==> src/logic/instr_decode_pkg.sv <==
`default_nettype none
package instr_decode_pkg;
   localparam int WORD_W = 24;
   localparam int OPC_W = 8;
   localparam int OPC_LSB = 16;
   localparam int REG_W = 4;
   localparam int MODE_W = 3;
   localparam int FILE_W = 13;
   localparam int LIT_W = 8;
   localparam int SHAMT_W = 6;
   // Operand field positions inside the low 16 bits
   localparam int F_BASE_LSB = 12;
   localparam int F_DEST_LSB = 8;
   localparam int F_SMODE_LSB = 4;
   localparam int F_SECOND_LSB = 0;
   localparam int F_BYTE_BIT = 7;
   localparam int F_FILE_FILE_OP_DEFAULT_WORKING_REG_BIT = 13;
   localparam int F_FILE_BYTE_BIT = 14;
   localparam int F_ACC_BIT = 15;
   localparam int F_MULT_LSB = 12;
   localparam int F_XPF_LSB = 8;
   localparam int F_YPF_LSB = 4;
   localparam int F_XD_LSB = 2;
   localparam int F_YD_LSB = 0;
   localparam int F_SHREG_BIT = 14;
   localparam int F_SHAMT_LSB = 8;
   // Control opcodes
   localparam logic [7:0] nop_op = 8'h00;
   localparam logic [7:0] branch_always_op = 8'h01;
   localparam logic [7:0] cond_branch_op = 8'h02;
   localparam logic [7:0] skip_op = 8'h03;
   localparam logic [7:0] call_indirect_op = 8'h04;
   localparam logic [7:0] jump_indirect_op = 8'h05;
   localparam logic [7:0] table_read_op = 8'h06;
   localparam logic [7:0] table_write_op = 8'h07;
   localparam logic [7:0] return_op = 8'h08;
   localparam logic [7:0] return_from_interrupt_op = 8'h09;
   localparam logic [7:0] dw_goto_op = 8'h0a;
   localparam logic [7:0] dw_call_op = 8'h0b;
   localparam logic [7:0] dw_loop_op = 8'h0c;
   localparam logic [7:0] move_double_op = 8'h0d;
   // Extra cycles beyond the first
   localparam logic [1:0] EXTRA_NONE = 2'h0;
   localparam logic [1:0] EXTRA_SHORT = 2'h1;
   localparam logic [1:0] EXTRA_LONG = 2'h2;
   localparam logic [7:0] EXT_PREFIX = 8'h00;

   typedef enum logic [2:0] {grp_word_byte, grp_bit, grp_literal, grp_dsp, grp_control} group_t;

   typedef struct packed {
      logic valid;
      logic [WORD_W-1:0] word;
   } fetch_t;

   typedef struct packed {
      logic valid;
      logic bad_prefix;
      logic [15:0] data;
   } ext_t;

   typedef struct packed {
      logic valid;
      logic squashed;
      logic nop;
      group_t group;
      logic [OPC_W-1:0] opcode;
      logic byte_mode;
      logic [REG_W-1:0] base_source_reg;
      logic [REG_W-1:0] second_source_reg;
      logic [MODE_W-1:0] src_mode;
      logic [REG_W-1:0] dest_reg;
      logic [MODE_W-1:0] dest_mode;
      logic file_form;
      logic [FILE_W-1:0] file_addr;
      logic to_working_reg_zero;
      logic bit_from_reg;
      logic [REG_W-1:0] bit_pos;
      logic [LIT_W-1:0] literal;
      logic acc_sel;
      logic mac;
      logic [2:0] mult_sel;
      logic [3:0] x_prefetch;
      logic [3:0] y_prefetch;
      logic [1:0] x_dest;
      logic [1:0] y_dest;
      logic [1:0] wb_dest;
      logic shift_from_reg;
      logic [REG_W-1:0] shift_count_reg;
      logic [SHAMT_W-1:0] shift_amount;
   } decoded_t;
endpackage
`default_nettype wire

==> src/logic/instr_decoder.sv <==
// Contract
// - One 24-bit word per instruction: 8-bit opcode on top, operands below.
// - Exactly three opcodes use two program words; all others use one.
// - Double-word second word must have its top 8 bits zero.
// - A lone second word executes as a no-operation.
// - One cycle normally; two when a condition is true or PC changes.
// - Extra cycles are no-operations with no side effect.
// - Branch, indirect call/jump, table access, returns take two or three cycles.
// - Performed skip takes two cycles, three if skipped instruction is double-word.
// - Double-word data move takes two cycles.
// - Two-word instructions execute over two cycles, one per word.
// - Every instruction classed as word/byte, bit, literal, DSP or control.
// - Three-operand word ops: base, moded second source, moded destination.
// - File-register ops: file address, result to file or working register zero.
// - Bit ops: register or file target, bit from literal or base register.
// - Literal ops: base and literal; destination only when different.
// - MAC ops: accumulator, multiplicands, X/Y prefetch, write-back destination.
// - Other DSP ops: accumulator, moded operand, shift from register or literal.
`timescale 1ns/1ps
`default_nettype none
module instr_decoder
   import instr_decode_pkg::*;
(
   // Clock and reset
   input wire logic clk_in,
   input wire logic reset_in,
   // Fetch side
   input wire fetch_t fetch_in,
   output logic hold_out,
   output logic flush_out,
   // Datapath side
   input wire logic cond_true_in,
   output var decoded_t dec_out,
   output var ext_t ext_out
);

   typedef enum logic [2:0] {st_run, st_ext, st_extra, st_skip, st_skip_ext} state_t;

   state_t state;
   state_t next_state;
   decoded_t next_dec;
   ext_t next_ext;
   logic next_flush;
   logic next_hold;
   logic [1:0] extra_left;
   logic [1:0] next_left;
   logic extra_pc;
   logic next_pc;
   logic skip_origin;
   logic next_skip_origin;
   logic [OPC_W-1:0] fetch_op;
   logic fetch_dw;
   logic cond_pend;
   logic taken;

   function automatic logic is_dw(input logic [OPC_W-1:0] op);
      return op == dw_goto_op || op == dw_call_op || op == dw_loop_op;
   endfunction

   function automatic logic [1:0] extra_of(input logic [OPC_W-1:0] op);
      logic [1:0] e;
      e = EXTRA_NONE;
      if (op == branch_always_op || op == call_indirect_op || op == jump_indirect_op) begin
         e = EXTRA_SHORT;
      end else if (op == table_read_op || op == table_write_op) begin
         e = EXTRA_SHORT;
      end else if (op == move_double_op) begin
         e = EXTRA_SHORT;
      end else if (op == return_op || op == return_from_interrupt_op) begin
         e = EXTRA_LONG;
      end
      return e;
   endfunction

   function automatic logic pc_chg(input logic [OPC_W-1:0] op);
      return op == branch_always_op || op == call_indirect_op || op == jump_indirect_op ||
         op == return_op || op == return_from_interrupt_op;
   endfunction

   function automatic decoded_t squash_slot();
      decoded_t d;
      d = '0;
      d.valid = 1'b1;
      d.squashed = 1'b1;
      d.nop = 1'b1;
      d.opcode = nop_op;
      d.group = grp_control;
      return d;
   endfunction

   function automatic decoded_t decode(input logic [WORD_W-1:0] w);
      decoded_t d;
      logic [OPC_W-1:0] op;
      d = '0;
      op = w[OPC_LSB +: OPC_W];
      d.valid = 1'b1;
      d.opcode = op;
      d.nop = (op == nop_op);
      d.base_source_reg = w[F_BASE_LSB +: REG_W];
      d.second_source_reg = w[F_SECOND_LSB +: REG_W];
      d.src_mode = w[F_SMODE_LSB +: MODE_W];
      d.dest_reg = w[F_DEST_LSB +: REG_W];
      d.dest_mode = op[2:0];
      unique case (op[7:5])
         3'h0: begin
            d.group = grp_control;
         end
         3'h1: begin
            d.group = grp_literal;
            d.literal = w[LIT_W-1:0];
            d.dest_mode = op[3:1];
            if (!op[0]) begin
               d.dest_reg = w[F_BASE_LSB +: REG_W];
            end
         end
         3'h2, 3'h3: begin
            d.group = grp_word_byte;
            d.byte_mode = w[F_BYTE_BIT];
         end
         3'h4: begin
            d.group = grp_word_byte;
            d.file_form = 1'b1;
            d.file_addr = w[FILE_W-1:0];
            d.to_working_reg_zero = w[F_FILE_FILE_OP_DEFAULT_WORKING_REG_BIT];
            d.byte_mode = w[F_FILE_BYTE_BIT];
         end
         3'h5: begin
            d.group = grp_bit;
            d.bit_from_reg = op[0];
            d.bit_pos = w[F_BASE_LSB +: REG_W];
            d.file_form = op[1];
            d.file_addr = w[FILE_W-1:0];
         end
         3'h6: begin
            d.group = grp_dsp;
            d.mac = 1'b1;
            d.acc_sel = w[F_ACC_BIT];
            d.mult_sel = w[F_MULT_LSB +: 3];
            d.x_prefetch = w[F_XPF_LSB +: 4];
            d.y_prefetch = w[F_YPF_LSB +: 4];
            d.x_dest = w[F_XD_LSB +: 2];
            d.y_dest = w[F_YD_LSB +: 2];
            d.wb_dest = op[1:0];
         end
         3'h7: begin
            d.group = grp_dsp;
            d.acc_sel = w[F_ACC_BIT];
            d.shift_from_reg = w[F_SHREG_BIT];
            d.shift_count_reg = w[F_DEST_LSB +: REG_W];
            d.shift_amount = w[F_SHAMT_LSB +: SHAMT_W];
         end
      endcase
      return d;
   endfunction

   assign fetch_op = fetch_in.word[OPC_LSB +: OPC_W];
   assign fetch_dw = is_dw(fetch_op);
   assign cond_pend = dec_out.valid && !dec_out.squashed &&
      (dec_out.opcode == cond_branch_op || dec_out.opcode == skip_op);
   assign taken = state == st_run && cond_pend && cond_true_in;

   always_comb begin
      next_state = state;
      next_dec = '0;
      next_ext = '0;
      next_flush = 1'b0;
      next_hold = 1'b0;
      next_left = extra_left;
      next_pc = extra_pc;
      next_skip_origin = skip_origin;
      unique case (state)
         st_run: begin
            if (taken) begin
               // Skips run on in sequence; only a branch redirects fetch
               next_flush = dec_out.opcode == cond_branch_op;
               next_skip_origin = dec_out.opcode == skip_op;
               if (fetch_in.valid) begin
                  next_dec = squash_slot();
                  if (dec_out.opcode == skip_op && fetch_dw) begin
                     next_state = st_skip_ext;
                  end
               end else if (dec_out.opcode == skip_op) begin
                  next_state = st_skip;
               end
            end else if (fetch_in.valid) begin
               next_dec = decode(fetch_in.word);
               if (fetch_dw) begin
                  next_state = st_ext;
               end else if (extra_of(fetch_op) != EXTRA_NONE) begin
                  next_state = st_extra;
                  next_left = extra_of(fetch_op) - 2'h1;
                  next_pc = pc_chg(fetch_op);
                  next_hold = !pc_chg(fetch_op);
               end
            end
         end
         st_ext: begin
            if (fetch_in.valid) begin
               next_ext.valid = 1'b1;
               next_ext.bad_prefix = fetch_in.word[OPC_LSB +: OPC_W] != EXT_PREFIX;
               next_ext.data = fetch_in.word[15:0];
               next_state = st_run;
            end
         end
         st_extra: begin
            next_dec = squash_slot();
            next_hold = !extra_pc && extra_left != 2'h0;
            // Redirect in the last inserted slot, target follows at once
            next_flush = extra_pc && extra_left == 2'h0;
            if (extra_left == 2'h0) begin
               next_state = st_run;
            end else begin
               next_left = extra_left - 2'h1;
            end
         end
         st_skip: begin
            if (fetch_in.valid) begin
               next_dec = squash_slot();
               next_state = (skip_origin && fetch_dw) ? st_skip_ext : st_run;
            end
         end
         st_skip_ext: begin
            if (fetch_in.valid) begin
               next_dec = squash_slot();
               next_state = st_run;
            end
         end
      endcase
   end

   always_ff @(posedge clk_in) begin
      if (reset_in) begin
         state <= st_run;
      end else begin
         state <= next_state;
      end
   end

   always_ff @(posedge clk_in) begin
      if (reset_in) begin
         extra_left <= 2'h0;
         extra_pc <= 1'b0;
         skip_origin <= 1'b0;
      end else begin
         extra_left <= next_left;
         extra_pc <= next_pc;
         skip_origin <= next_skip_origin;
      end
   end

   always_ff @(posedge clk_in) begin
      if (reset_in) begin
         dec_out <= '0;
         ext_out <= '0;
      end else begin
         dec_out <= next_dec;
         ext_out <= next_ext;
      end
   end

   always_ff @(posedge clk_in) begin
      if (reset_in) begin
         flush_out <= 1'b0;
         hold_out <= 1'b0;
      end else begin
         flush_out <= next_flush;
         hold_out <= next_hold;
      end
   end

   logic dec_live;
   assign dec_live = dec_out.valid && !dec_out.squashed;
endmodule // instr_decoder
`default_nettype wire

==> config.mk <==
export PLATFORM = sky130hd
export DESIGN_NAME = instr_decoder
export DESIGN_NICKNAME = d
export VERILOG_FILES = /design/src/logic/instr_decode_pkg.sv /design/src/logic/instr_decoder.sv
export SDC_FILE = /design/constraint.sdc
export NUM_CORES = 1
export LEC_CHECK = 0
export BUFFER_PORTS_ARGS = -buffer_cell sky130_fd_sc_hd__buf_2
export CORE_ASPECT_RATIO = 1.2
export CORE_MARGIN = 2
export CORE_UTILIZATION = 52
export DETAILED_ROUTE_END_ITERATION = 8
export GPL_ROUTABILITY_DRIVEN = 1
export GPL_TIMING_DRIVEN = 0
export HOLD_SLACK_MARGIN = 0.03
export PLACE_DENSITY = 0.87
export SLEW_MARGIN = 20
export SYNTH_ARGS = -nofsm -noshare
export SYNTH_HDL_FRONTEND = slang
export SYNTH_SLANG_ARGS = --single-unit
==> constraint.sdc <==
create_clock -name clk_in -period 3.7 [get_ports clk_in]
set_clock_uncertainty 0.2 [all_clocks]
set_input_delay 0.74 -clock clk_in [delete_from_list [all_inputs] [get_ports clk_in]]
set_output_delay 0.74 -clock clk_in [all_outputs]
set_load 0.01 [all_outputs]
==> summary.md <==
| Metric | Value |
|---|---|
| Status | `finished clean` |
| Synth Net Count | `394` |
| Clock Sinks | `about 110` |
| Minimum clock period after layout | `2.67 ns` |
| CP max FO | `10` |
| Arr. time, crit path | `between 2 and 3 ns` |
| Avg Cell Area, Syn | `between 10 and 15 um^2` |
| Multi-input combinational cell area | `approximately 1200 um^2` |
| Setup_tns | `0 ns` |
| Wirelength, routed | `~9.6 mm` |
| Count of cell types in the netlist | `50` |
| Post-CTS resize count | `0` |
| Switching power | `~900 uW` |
| Site Rows | `33` |
| Final period utilization | `between 70% and 80%` |
| Final Setup Violations | `0` |
| Max rail drop VDD | `371 uV` |
| Diode count | `0` |
| DP Area | `4480 um^2` |
| Post-CTS setup repair buffer count | `0` |
| Top cell type's share of synthesized area | `between 60% and 70%` |
| First-pass GRT wire length | `about 15 mm` |
| GRT Total Usage | `a little over a quarter` |
| #FFs+latches synth | `114` |
| Per-cell routed wire length | `between 15 and 20 um` |
| Async set-reset flop share out of synthesis | `0%` |
| Number of global-route vias before repair | `between 3000 and 4000` |
| Worst-Skew Late Latency | `0.51 ns` |
| Mapped Cells | `approximately 370` |
| Total congestion overflow | `0` |
| Drt first-iter violations | `about 160` |
| Non-Filler Cell Area, Final | `around 5000 um^2` |
| Routability cong. | `0.955` |
| Clock-pin slew on the worst setup and hold paths | `approximately 0.060 ns` |
| Critical Path End Type | `register` |
| Core box area | `roughly 6900 um^2` |
| Min-Delay Path Class | `input port to register` |
| Via-per-instance ratio | `slightly above 5` |
| Final #Nets | `between 500 and 600` |
| IO Pins | `around 140` |
| Worst EP required | `3.94 ns` |
| DRC Markers | `0` |
| Hold buffers post-CTS | `0` |
| Synth-to-Final Area Change | `36.9%` |
| HPWL after DPL | `6.60 mm` |
| Combinational power share | `between 10% and 20%` |
| Antenna violations before repair | `0` |
| Detail Route Antenna Nets | `0` |
| Top_reg_cell synth | `dfxtp_1` |
| Sequential share of the synthesized area | `62.0%` |
| Die Ht | `between 90 and 100 um` |
| Layout filler cell count | `470` |
| CTS tree | `built` |
| Top post-synthesis cells by area | `dfxtp_1 62%, and2_1 8.5%, nor2_1 4.0%` |
| Critical setup path kind | `input port to register` |
| Synth Cell Area | `about 3700 um^2` |
| Worst rel slew slack | `between 20% and 30%` |
| RSZ-0062 raised after global routing | `false` |
| Number of max-cap violations | `0` |
| Die span in x | `around 81 um` |
| CTS max path bufs | `2` |
| Pre-Repair DR Iteration Count | `4` |
| TritonCTS buffer count | `17` |
| Cell accounting for the most synthesized area | `dfxtp_1` |
| Final hold vios | `0` |
| FMAX | `~370 MHz` |
| Register area | `about 2300 um^2` |
| Hold slack | `between 0.2 and 0.3 ns` |
| Pwr dens | `roughly 650 nW/um^2` |
| Htree depth | `4` |
| Worst setup SP type | `input port` |
| EDFF count, synth | `0` |
| IO buf count | `between 100 and 150` |
| Largest net degree at the start of global routing | `17` |
| Initial Util | `between 50 and 60%` |
| Clock power share | `45.8%` |
| Via total after detailed routing | `roughly 3200` |
| Layout cells sized above 1 | `between 30% and 40%` |
| Sequential power share | `around two fifths` |
| CTS root buf | `clkbuf_8` |
| Slew @ Worst Pin | `roughly 1.1 ns` |
| Switching Fraction | `approximately 27%` |
| Final Max Slew Viols | `0` |
| Leakage | `between 2 and 3 nW` |
| Die Area | `a little under 8000 um^2` |
| Yosys warning count | `0` |
| Internal | `between 2 and 2.5 mW` |
[worst paths after layout]
| check | start | end | slack [ns] | cells past startpoint |
|---|---|---|---|---|
| hold / removal | fetch_in[0] | ext_out[0] | 0.26 | 2 |
| setup reg to reg | state[2] | dec_out[33] | 1.10 | 5 |
| setup / recovery | fetch_in[24] | dec_out[33] | 1.03 | 6 |
| hold reg to reg | skip_origin | skip_origin | 0.26 | 2 |
[power by group through the flow]
stage	Clock, mW	Combinational (mW)	Sequential (mW)
after floorplan	0	0.239	1.39
after CTS	1.51	0.439	1.33
after detailed placement	0	0.433	1.36
final	1.50	0.440	1.34
after global placement	0	0.430	1.36
after global routing	1.56	0.492	1.34
[synthesized netlist by cell type, drive strengths merged (2+ instances only)]
cell and instances:
dfxtp 114, and2 51, nor2 39, nand2 25, inv 16, a21oi 12
clkbuf 12, nor3 11, buf 10, o21ai 10, a31oi 5, nand2b 5
nor2b 5, nand3b 4, nor4 4, or3 4, or4 4, o211ai 3
and3 2, mux2i 2, nand3 2, nor3b 2, o21a 2, o31a 2
o32ai 2, or2 2, or3b 2
[cells by family (layout without fill, tap and decap cells)]
logic type	after synthesis	in the layout	synth area share, %
and+or+nand+nor	166	166	24.5
DFF	114	114	62.0
AOI/OAI and AO/OA	45	45	8.08
buffers and inverters	38	208	4.65
muxes	2	2	0.543
adders and majority gates	1	1	0.272
[metrics by stage]
step | total power, mW | worst slack, ns | util [%] | cells
5_1_grt | 3.40 | 0.944 | 73.5 | 623
2_1_floorplan | 1.63 | 1.27 | - | 366
3_3_place_gp | 1.79 | 0.582 | 65.4 | 591
6_report | 3.28 | 1.03 | 73.5 | 623
3_5_place_dp | 1.79 | 0.585 | 65.4 | 591
4_1_cts | 3.28 | 1.05 | 73.5 | 623
[worst max-delay path, cell delays in order]
cell	delay [ns]
buf_2	0.18
or4b_4	0.52
nor3_1	0.84
buf_2	0.38
nand2_1	0.12
nor2_1	0.12
[layout by cell type, fill, tap and decap left out, drive strengths merged, types with 2 or more instances in the layout]
cell	instances
a21oi	12
a31oi	5
and2	51
and3	2
buf	148
clkbuf	30
clkinv	4
clkinvlp	5
dfxtp	114
inv	20
mux2i	2
nand2	25
nand2b	5
nand3	2
nand3b	4
nor2	39
nor2b	5
nor3	11
nor3b	2
nor4	4
o211ai	3
o21a	2
o21ai	10
o31a	2
o32ai	2
or2	2
or3	4
or3b	2
or4	4
[cell type report]
class / instances / share of cell area (%)
buffer: 22 / 2.21
clock inverter: 14 / 2.58
timing repair buffer: 138 / 13.7
inverter: 16 / 1.19
tap: 87 / 2.16
multi-input combinational: 214 / 24.4
sequential: 114 / 45.3
clock buffer: 18 / 8.49
[sequential cells by signal, indices dropped and copies added, names as in the netlist]
signal / cells
hold_out: 1
skip_origin: 1
ext_out: 18
extra_left: 2
extra_pc: 1
flush_out: 1
dec_out: 87
state: 3
[per-layer routing]
layer  wire [um]  global-route usage [%]  up-vias
met5           0                       0        -
met4         216                    11.6        0
met3         608                    8.26       21
met1        3670                    26.4     1515
li1            -                       -     1526
met2        5140                    48.1      140
Power figures use the tool's default switching activity.
